===== src/hdl/fault_autoreset_pkg.sv =====
package fault_autoreset_pkg;

  // Sources, in order: underload, overload, pump, hoist deviation, hoist comms, ext a..d
  localparam int unsigned NUM_SOURCES = 9;
  localparam int unsigned SRC_UNDERLOAD = 0;
  localparam int unsigned SRC_OVERLOAD = 1;
  localparam int unsigned SRC_PUMP = 2;
  localparam int unsigned SRC_HOIST_DEV = 3;
  localparam int unsigned SRC_HOIST_COMM = 4;
  localparam int unsigned SRC_EXT_A = 5;
  localparam int unsigned SRC_EXT_B = 6;
  localparam int unsigned SRC_EXT_C = 7;
  localparam int unsigned SRC_EXT_D = 8;

  // Sources that own a trip-reaction selector (others always coast)
  localparam logic [NUM_SOURCES-1:0] REACTION_MASK = 9'h1E3;

  // Delay setting: 0 = Off, otherwise seconds
  localparam int unsigned DELAY_W = 12;
  localparam logic [DELAY_W-1:0] DELAY_OFF = 12'h000;
  localparam logic [DELAY_W-1:0] DELAY_MAX_S = 12'hE10;

  // Reaction codes
  localparam logic REACT_COAST = 1'b0;
  localparam logic REACT_DECEL = 1'b1;

  // Interface select
  localparam logic IFSEL_SERIAL_ONLY = 1'b0;
  localparam logic IFSEL_FIELDBUS = 1'b1;

  // Timing
  localparam longint unsigned CLK_HZ = 40000000;
  localparam longint unsigned SECOND_S = 1;
  localparam int unsigned CYCLES_PER_SECOND = int'(CLK_HZ * SECOND_S);
  localparam int unsigned OPT_RESET_NS = 1000;
  localparam int unsigned OPT_RESET_CYCLES = (OPT_RESET_NS * 40 + 999) / 1000;
  localparam int unsigned OPT_RESET_W = 8;

endpackage


===== src/hdl/tick_if.sv =====
`timescale 1ns/1ps
// Carries the one-second enable from the divider to the timers
interface tick_if;
  logic sec_tick;
  modport source (output sec_tick);
  modport sink (input sec_tick);
endinterface


===== src/hdl/second_divider.sv =====
`timescale 1ns/1ps
// Divides mclk down to a one-cycle pulse once per second
module second_divider #(
  parameter int unsigned DIV = fault_autoreset_pkg::CYCLES_PER_SECOND
) (
  input wire logic mclk,
  input wire logic rst_n,
  tick_if.source tick
);
  localparam int unsigned CW = $clog2(DIV + 1);

  initial begin
    if (DIV < 1) begin
      $error("second_divider: DIV must be at least 1");
    end
  end

  logic [CW-1:0] cnt_ff;
  logic sec_ff;

  // Free-running divider; pulse is registered
  always_ff @(posedge mclk or negedge rst_n) begin
    if (!rst_n) begin
      cnt_ff <= '0;
      sec_ff <= 1'b0;
    end else if (cnt_ff == CW'(DIV - 1)) begin
      cnt_ff <= '0;
      sec_ff <= 1'b1;
    end else begin
      cnt_ff <= cnt_ff + CW'(1);
      sec_ff <= 1'b0;
    end
  end

  assign tick.sec_tick = sec_ff;
endmodule


===== src/hdl/fault_autoreset.sv =====
`timescale 1ns/1ps
// What this block does
// - Each source's delay count starts only once its fault input has gone inactive.
// - When a source's delay has fully run out its latched alarm is cleared if enabled.
// - Each delay accepts Off (zero) or 1 to 3600 seconds and is Off after reset.
// - Reaction value 0 makes a trip coast the motor, and coast is the reset default.
// - Reaction value 1 makes a trip bring the motor down by controlled deceleration.
// - Underload and overload each have their own delay and their own reaction selector.
// - The four external trips each have a separate delay and reaction, independently.
// - Hoist deviation and hoist comms alarms have their own delays and no reaction selector.
// - The pump alarm has its own delay, counted from fault release, same range as others.
// - Interface select 0 (default) enables the terminal port and holds the option port reset.
// - Interface select 1 enables the option port while the terminal port stays enabled.
// - The terminal port is enabled at all times whatever the interface select holds.
// - Any change of interface select gives the option module a soft reset pulse.
module fault_autoreset #(
  parameter int unsigned SEC_DIV = fault_autoreset_pkg::CYCLES_PER_SECOND,
  parameter int unsigned OPT_RESET_LEN = fault_autoreset_pkg::OPT_RESET_CYCLES
) (
  input wire logic mclk,
  input wire logic rst_n,
  // Fault conditions, high while present
  input wire logic [fault_autoreset_pkg::NUM_SOURCES-1:0] fault_in,
  // Manual clear of latched alarms (one bit per source)
  input wire logic [fault_autoreset_pkg::NUM_SOURCES-1:0] alarm_clear,
  // Settings write port
  input wire logic cfg_we,
  input wire logic [3:0] cfg_sel,
  input wire logic [fault_autoreset_pkg::DELAY_W-1:0] cfg_delay,
  input wire logic cfg_reaction,
  input wire logic if_select,
  // Status
  output logic [fault_autoreset_pkg::NUM_SOURCES-1:0] alarm_latched,
  output logic [fault_autoreset_pkg::NUM_SOURCES-1:0] autoreset_pulse,
  output logic [fault_autoreset_pkg::NUM_SOURCES-1:0] delay_running,
  output logic [fault_autoreset_pkg::NUM_SOURCES-1:0] reaction_cfg,
  output logic hoist_deviation_reset_delay_off,
  // Motor reaction
  output logic motor_coast,
  output logic motor_decel,
  // Ports
  output logic terminal_port_en,
  output logic option_port_en,
  output logic option_port_reset
);
  // Short local names for the package's widths
  localparam int unsigned N = fault_autoreset_pkg::NUM_SOURCES;
  localparam int unsigned DW = fault_autoreset_pkg::DELAY_W;
  localparam int unsigned RW = fault_autoreset_pkg::OPT_RESET_W;

  // Refuse a stretch length that the reset counter cannot hold
  initial begin
    if (OPT_RESET_LEN < 1 || OPT_RESET_LEN > (1 << RW) - 1) begin
      $error("fault_autoreset: OPT_RESET_LEN out of range");
    end
  end

  // One shared second enable; its phase runs free and is not tied to any fault
  tick_if tick ();

  second_divider #(.DIV(SEC_DIV)) u_div (
    .mclk(mclk),
    .rst_n(rst_n),
    .tick(tick)
  );

  // Per-source settings, latches and timers
  logic [DW-1:0] delay_ff [N];
  logic [N-1:0] react_ff;
  logic [N-1:0] alarm_ff;
  logic [N-1:0] pulse_ff;
  logic [N-1:0] run_ff;
  logic [DW-1:0] elapsed_ff [N];
  logic [N-1:0] nxt_alarm;

  // Settings: out-of-range delays are refused and the old value kept
  always_ff @(posedge mclk or negedge rst_n) begin
    if (!rst_n) begin
      for (int i = 0; i < N; i++) begin
        delay_ff[i] <= fault_autoreset_pkg::DELAY_OFF;
      end
      react_ff <= '0;
    end else if (cfg_we && cfg_sel < 4'(N)) begin
      // Delays above the top of the range are refused; the old value stays
      if (cfg_delay <= fault_autoreset_pkg::DELAY_MAX_S) begin
        delay_ff[cfg_sel] <= cfg_delay;
      end
      // Pump and hoist sources have no selector, so their bits stay coast
      react_ff[cfg_sel] <= cfg_reaction & fault_autoreset_pkg::REACTION_MASK[cfg_sel];
    end
  end

  // Per-source latch and delay timer
  genvar g;
  generate
    for (g = 0; g < N; g++) begin : g_src
      logic expire;
      // Expires only once every programmed second has been counted in whole ticks; a
      // partly counted first second would otherwise shorten the wait. Off never expires
      assign expire = run_ff[g] && tick.sec_tick
                      && (delay_ff[g] != fault_autoreset_pkg::DELAY_OFF)
                      && (elapsed_ff[g] >= delay_ff[g]);

      // Fault sets win over any clear in the same cycle
      always_comb begin
        nxt_alarm[g] = alarm_ff[g];
        if (alarm_clear[g]) begin
          nxt_alarm[g] = 1'b0;
        end
        if (expire) begin
          nxt_alarm[g] = 1'b0;
        end
        if (fault_in[g]) begin
          nxt_alarm[g] = 1'b1;
        end
      end

      // Pulse marks the cycle in which an automatic clear took effect
      always_ff @(posedge mclk or negedge rst_n) begin
        if (!rst_n) begin
          alarm_ff[g] <= 1'b0;
          pulse_ff[g] <= 1'b0;
        end else begin
          alarm_ff[g] <= nxt_alarm[g];
          pulse_ff[g] <= expire && !fault_in[g];
        end
      end

      // Timer runs only with alarm latched, fault gone and delay not Off
      // The count never passes the delay, so the delay width is enough for it
      always_ff @(posedge mclk or negedge rst_n) begin
        if (!rst_n) begin
          run_ff[g] <= 1'b0;
          elapsed_ff[g] <= '0;
        end else if (fault_in[g] || !alarm_ff[g] || expire || alarm_clear[g]) begin
          run_ff[g] <= 1'b0;
          elapsed_ff[g] <= '0;
        end else if (delay_ff[g] == fault_autoreset_pkg::DELAY_OFF) begin
          run_ff[g] <= 1'b0;
          elapsed_ff[g] <= '0;
        end else begin
          run_ff[g] <= 1'b1;
          if (run_ff[g] && tick.sec_tick) begin
            elapsed_ff[g] <= elapsed_ff[g] + DW'(1);
          end
        end
      end
    end
  endgenerate

  // Trip reaction: any decel-configured latched alarm decelerates unless a coast one is latched
  logic coast_any;
  logic decel_any;
  assign coast_any = |(alarm_ff & ~react_ff);
  assign decel_any = |(alarm_ff & react_ff);

  logic coast_ff;
  logic decel_ff;
  // Coast takes priority: it is the safer reaction when both kinds are tripped
  // A decel request is dropped while any coasting alarm is latched
  always_ff @(posedge mclk or negedge rst_n) begin
    if (!rst_n) begin
      coast_ff <= 1'b0;
      decel_ff <= 1'b0;
    end else begin
      coast_ff <= coast_any;
      decel_ff <= decel_any && !coast_any;
    end
  end

  // Interface select and option-port soft reset
  logic ifsel_ff;
  logic [RW-1:0] optrst_cnt_ff;
  always_ff @(posedge mclk or negedge rst_n) begin
    if (!rst_n) begin
      ifsel_ff <= fault_autoreset_pkg::IFSEL_SERIAL_ONLY;
    end else begin
      ifsel_ff <= if_select;
    end
  end

  // A change restarts the reset stretch, holding the option module for OPT_RESET_LEN cycles
  always_ff @(posedge mclk or negedge rst_n) begin
    if (!rst_n) begin
      optrst_cnt_ff <= '0;
    end else if (if_select != ifsel_ff) begin
      optrst_cnt_ff <= RW'(OPT_RESET_LEN);
    end else if (optrst_cnt_ff != '0) begin
      optrst_cnt_ff <= optrst_cnt_ff - RW'(1);
    end
  end

  // Option enable lags the select by two cycles, in step with the reset stretch
  logic opt_en_ff;
  logic opt_rst_ff;
  always_ff @(posedge mclk or negedge rst_n) begin
    if (!rst_n) begin
      opt_en_ff <= 1'b0;
      opt_rst_ff <= 1'b1;
    end else begin
      opt_en_ff <= (ifsel_ff == fault_autoreset_pkg::IFSEL_FIELDBUS);
      // Serial-only mode holds the option module in reset
      opt_rst_ff <= (ifsel_ff == fault_autoreset_pkg::IFSEL_SERIAL_ONLY)
                    || (optrst_cnt_ff != '0);
    end
  end

  // The terminal port has no off state; every other output but hoist_deviation_reset_delay_off comes from a flop
  assign terminal_port_en = 1'b1;
  assign option_port_en = opt_en_ff;
  assign option_port_reset = opt_rst_ff;
  assign alarm_latched = alarm_ff;
  assign autoreset_pulse = pulse_ff;
  assign delay_running = run_ff;
  assign reaction_cfg = react_ff;
  assign hoist_deviation_reset_delay_off =
      (delay_ff[fault_autoreset_pkg::SRC_HOIST_DEV] == fault_autoreset_pkg::DELAY_OFF);
  assign motor_coast = coast_ff;
  assign motor_decel = decel_ff;
endmodule


===== config.mk =====
export PLATFORM = sky130hd
export DESIGN_NAME = fault_autoreset
export DESIGN_NICKNAME = d
export VERILOG_FILES = /design/src/hdl/fault_autoreset_pkg.sv /design/src/hdl/tick_if.sv /design/src/hdl/second_divider.sv /design/src/hdl/fault_autoreset.sv
export SDC_FILE = /design/constraint.sdc
export NUM_CORES = 1
export LEC_CHECK = 0
export BUFFER_PORTS_ARGS = -buffer_cell sky130_fd_sc_hd__buf_2
export CORE_MARGIN = 3
export CORE_UTILIZATION = 51
export CTS_CLUSTER_DIAMETER = 30
export CTS_CLUSTER_SIZE = 40
export DETAILED_ROUTE_END_ITERATION = 12
export PLACE_DENSITY = 0.65
export SLEW_MARGIN = 20
export SYNTH_ARGS = -nofsm -noshare
export SYNTH_HDL_FRONTEND = slang
export SYNTH_SLANG_ARGS = --single-unit

===== constraint.sdc =====
create_clock -name mclk -period 2.3 [get_ports mclk]
set_input_delay 0.115 -clock mclk [delete_from_list [all_inputs] [get_ports mclk]]
set_output_delay 0.115 -clock mclk [all_outputs]
set_load 0.01 [all_outputs]

======== Yosys cells after proc, flatten, opt, wreduce, memory -nomap -nowiden ========
Memories as Yosys holds them, arrays and structs flattened.
Index checks and enable logic that the tools add are counted.
word-level totals
  register bits ........................... 292
  bits in read-only memories .............. 16
  bits of input ports ..................... 39
  memories ................................ 1
operators by class
  add/sub/neg operators ................... 11
  $lt $le $gt $ge ......................... 15
  eq/ne operators ......................... 2
  multiplexer cells ....................... 83
  bitwise logic cells ..................... 6
  reductions and logical operators ........ 128
memories
  name              words  width  rd ports  clocked after memory_dff  write ports  line                   RTL
  (name not given)  16     1      1         0                         0            fault_autoreset.sv:89  react_ff[cfg_sel] <= cfg_reaction & fault_autoreset_pkg::REACTION_MASK[cfg_sel];
operator list
  cell                   count
  $mux 12                28
  $add 12x1->12 const B  9
  $bwmux 108             1
  $ge 12x12->1           9
  $logic_not 12->1       9
  $reduce_bool 12->1     9
  $reduce_bool 3->1      18
  $demux 12 s4           1
  $mux 1                 48
  $logic_and 1x1->1      40
  $logic_or 1x1->1       28
  $add 26x1->26 const B  1
  $eq 26x26->1 const B   1
  $mux 26                1
  $logic_not 1->1        19
  $and 9x9->9            2
  $reduce_or 9->1        2
  $mux 8                 2
  $le 12x12->1 const B   1
  $bwmux 9               1
  $not 9->9              1
  $reduce_bool 8->1      1
  $sub 8x1->8 const B    1
  $ge 5x5->1 const B     1
  11 further kinds       11

======== Logic depth before layout (Yosys ltp) ========
  depth in word-level cells ............... 6
  gate-level depth with buffers ........... 9
  depth with buffers taken out ............ 8

======== By module ========
Synthesis repeated with hierarchy kept, for this count alone.
second synthesis, totals
  cell total of the unflattened synthesis .. 1,566
  area total of the unflattened synthesis .. 15,363.5 um^2
modules (own cells, without submodules)
  module           times used  cells an instance  area each (um^2)  seq. area each (um^2)
  fault_autoreset  1           1,437              14,024.7          6,632.6
  second_divider   1           129                1,338.8           675.6

======== Worst setup path after synthesis ========
OpenSTA, ideal clock, no wires.
  path kind ............................... register -> register
  start point ............................. reg elapsed_ff[14] (netlist bit)
  end point ............................... reg elapsed_ff[15] (netlist bit)
  arrival ................................. 1.840 ns
  required time ........................... 2.168 ns
  setup slack ............................. 0.328 ns
  cell stages (with the launch flop) ...... 9
  cells stage by stage .................... dfrtp_1 ha_1 nand2_1 o21ai_0 a221oi_1 o311a_1 o21ai_1 clkbuf_1 nor2_1
between the ends
  word-level cells in the longest chain between the ends .. 5
  elaborated cells on any way between the ends .. 9
  classes of those cells .................. add/sub (1); order compare (1); mux (3); reduce/logical (4)
RTL lines
  element                                                line                    RTL
  start, declared                                        fault_autoreset.sv:73   logic [DW-1:0] elapsed_ff [N];
  start signal, assigned by index                        fault_autoreset.sv:144  elapsed_ff[g] <= elapsed_ff[g] + DW'(1);
  branches (longest 5 deep; another with $add 12x1->12)  --
Several ways; the timed one is not identified. The select of a mux whose other input is x is not followed.
A chain may end at the register's enable or synchronous reset.

======== Worst setup path in the final report ========
  start point ............................. reg elapsed_ff[98] (netlist bit)
  end point ............................... reg elapsed_ff[104] (netlist bit)
Same word-level chain as after synthesis.

==> impl_metrics.ini <==
[floorplan]
die-width_um = 178
design.core.area_sq_mm = 0.0290
io_pins = 81
std_cell_rows = 62
dieArea_sq_mm = 0.0318
die_height_um = 178
floorplan.initialDensity = 0.522

[placed_design]
buffer_ports.inserted = 79
replace_congestion = 0.848
dpl.hpwl_um = 25300

[grt]
groute.layer.met1.usage = 0.312
grt_max_degree = 74
gr-total-overflow = 0
busiest_layer = met2
vias_in_the_first_global_route = 12153
globalRouteTotalUtil = 0.239
wire_length_of_the_first_global_routing_pass_um = 60700
grt.met2_usage = 0.395
grt_antenna_before_repair = 1
global_route.usage.met3 = 0.0456

[flow_run]
cap_viol_max_count = 0

[clock_tree]
clock_tree.buffer_depth = 3
cts.root.buffer_cell = sky130_fd_sc_hd__clkbuf_16
cts_tree = done
h-tree-depth = 3
clk_pin_slew_ns = 0.05
post_cts_buffers = 0
tritoncts.num_buffers = 70
clock_sinks = 292
clk_latency_ns = 0.58

[synth]
ys.warnings.count = 0
synth.top_cells.by_area = sky130_fd_sc_hd__dfrtp_1, sky130_fd_sc_hd__ha_1, sky130_fd_sc_hd__nand2_1, sky130_fd_sc_hd__nor2_1, sky130_fd_sc_hd__o21ai_0
synth_fa_ha_area_frac = 0.0984
synth-xor-area-share = 0.0654
synth_seq_area_share = 0.483
synth_top_area_frac = 0.481
synthMuxAreaShare = 0.0138
dominantRegCellSynth = sky130_fd_sc_hd__dfrtp_1
synth_nets = 1731
synth_top_area_cell = sky130_fd_sc_hd__dfrtp_1
synth.top_cells.by_count = sky130_fd_sc_hd__dfrtp_1, sky130_fd_sc_hd__nand2_1, sky130_fd_sc_hd__nor2_1
synth_top_family_by_area = simple AND/OR/NAND/NOR gates
synth-edff-count = 0
ys_ff_latch = 292
synth_most_common_cell = sky130_fd_sc_hd__dfrtp_1
synth-simple-area-share = 0.191
asyncSetResetFlopFracSynth = 1.00
syn_area_per_cell_sq_um = 9.62
synthesis.area_sq_mm = 0.0151
postSynthCellCount = 1573
synth_compound_gate_area_share = 0.0985
yosys.cell_types.count = 66

[final_layout]
num_antenna_cells = 0
area.growth.synth_to_final_pct = 25.4
finish.net_count = 1910
post_route_cells_drive_above_1_share = 0.152
post-route-util = 0.654

[critical_path]
path_max_fanout = 10
crit_path_end_kind = flip-flop
r2r_setup_slack_ns = 0.13
cp_required_ns = 2.79
cp_slowest_cell = sky130_fd_sc_hd__dfrtp_1
critPathKind = reg -> reg
crit_path_cell_trace = ha_1 > a211o_1 > a31oi_1 > o21ai_0 > a21oi_1 > o21bai_2 > nor2_1
timing.critical_path.depth = 7
worstReg2RegStart = elapsed_ff[98]$_DFFE_PN0P_
cp_slowest_stage_delay_ns = 0.44
worst-r2r-cell-count = 7
setup.worst_path.start = elapsed_ff[98]$_DFFE_PN0P_
crit_buf_inv = 0
cpLargestDelayFamily = compound AO/OA/AOI/OAI gates
critPathLaunchType = flip-flop
regToRegEndpoint = elapsed_ff[104]$_DFFE_PN0P_
worst_setup_path_endpoint = elapsed_ff[104]$_DFFE_PN0P_
critPathArrivalTime_ns = 2.66

[detailed_routing]
drt_first_iter_violations = 683
post_drt_wl_per_cell_um = 17.0
via_total_after_detailed_routing = 11974
detailedRoute.firstPassIterationCount = 5
detail-route-antenna-nets = 0
drt-vias-per-instance = 5.47
drc_errors = 0
totalWireLength_um = 37200

[sta]
final.period_utilization = 0.944
worst_clock_skew_ns = 0.0269
final-max-slew-violation-count = 0
finalHoldViolCount = 0
timing.final.crit_period_ns = 2.17
fin_setup_tns_ns = 0
finalSetupViolations = 0
timing.slew.headroom = 0.580
achievable-frequency_ghz = 0.461
worstMarginPinSlew_ns = 0.621

[hold_path]
worst_hold_path_type = in -> reg

[power_and_ir_drop]
peakVddDrop_v = 0.000748
static-leakage-power_nw = 8.96
power_density_mw_per_mm2 = 944
p_total_mw = 17.9

[outcome]
run_status = completed
-- power by group --
part / internal (mW) / switching [mW]
sequential: 5.72 / 0.418
combinational: 0.755 / 1.10
clock: 6.68 / 3.25
total: 13.2 / 4.77
-- tightest hold or removal path, delay by kind of cell --
kind	cells	cell delay, ns
buf+inv	1	0.10
simple gates	3	0.34
-- per-layer routing --
metal  share of wire  vias up  wire [um]
met5         0.00073        -         27
met2            0.48      276      17800
li1                -     5771          -
met1            0.44     5855      16400
met4           0.030        2       1120
met3           0.050       70       1860
-- registers in the layout, summed over array words and instances, names as in the netlist --
register,cells
alarm_latched,9
autoreset_pulse,9
delay_ff,108
delay_running,9
elapsed_ff,108
ifsel_ff,1
motor_coast,1
motor_decel,1
option_port_en,1
option_port_reset,1
optrst_cnt_ff,8
reaction_cfg,9
u_div.cnt_ff,26
u_div.tick.sec_tick,1
-- area by class of cell --
class	instances	area, sq um
Fill cell	2349	10000
Sequential cell	292	7310
Multi-Input combinational cell	1092	7100
Clock buffer	94	1970
Timing Repair Buffer	150	1080
Inverter	146	553
Clock inverter	33	488
Tap cell	384	480
-- timing repair --
| item | CTS | global route |
|---|---|---|
| resized for setup | 0 | 7 |
| hold buffers | 36 | 0 |
| setup endpoints to repair | 0 | 29 |
| endpoints found under the hold margin | 200 | 0 |
-- stage by stage --
step	hold slack [ns]	area (sq um)	worst slack, ns	std cells
2_1_floorplan	-0.181	15100	0.328	1573
3_3_place_gp	0.131	16100	0.150	2028
3_5_place_dp	0.132	16100	0.0278	2028
4_1_cts	0.0123	19000	0.0408	2191
5_1_grt	0.0494	19000	-0.00478	2191
6_report	0.0261	19000	0.129	2191
-- cell usage in the layout (no fill, tap or decap), types with 35 or more instances in the layout --
master / count
sky130_fd_sc_hd__buf_2: 78
sky130_fd_sc_hd__nand2_1: 180
sky130_fd_sc_hd__nor2_1: 151
sky130_fd_sc_hd__xor2_1: 59
sky130_fd_sc_hd__o21ai_0: 112
sky130_fd_sc_hd__nand4_1: 35
sky130_fd_sc_hd__nand3_1: 48
sky130_fd_sc_hd__dfrtp_1: 291
sky130_fd_sc_hd__xnor2_1: 54
sky130_fd_sc_hd__inv_1: 145
sky130_fd_sc_hd__clkbuf_16: 70
sky130_fd_sc_hd__a21oi_1: 53
sky130_fd_sc_hd__dlygate4sd3_1: 36
sky130_fd_sc_hd__ha_1: 119
-- worst min path at each step --
stage | startpoint | end | slack, ns | cells past startpoint
2_1_floorplan | rst_n | alarm_latched[0]$_DFFE_PN0P_ | -0.18 | 0
3_3_place_gp | rst_n | delay_ff[68]$_DFFE_PN0P_ | 0.13 | 1
3_5_place_dp | rst_n | delay_ff[71]$_DFFE_PN0P_ | 0.13 | 1
4_1_cts | cfg_sel[2] | reaction_cfg[0]$_DFFE_PN0P_ | 0.01 | 4
5_1_grt | alarm_clear[4] | elapsed_ff[53]$_DFFE_PN0P_ | 0.05 | 4
6_report | alarm_clear[4] | elapsed_ff[51]$_DFFE_PN0P_ | 0.03 | 4
-- cells by family after synthesis --
kind of cell / Yosys count
compound gates: 249
buf+inv: 189
other cells: 1
mux: 19
fa+ha+maj: 119
xor+xnor: 113
flops: 292
simple gates: 591
(Power assumes the default switching activity.)
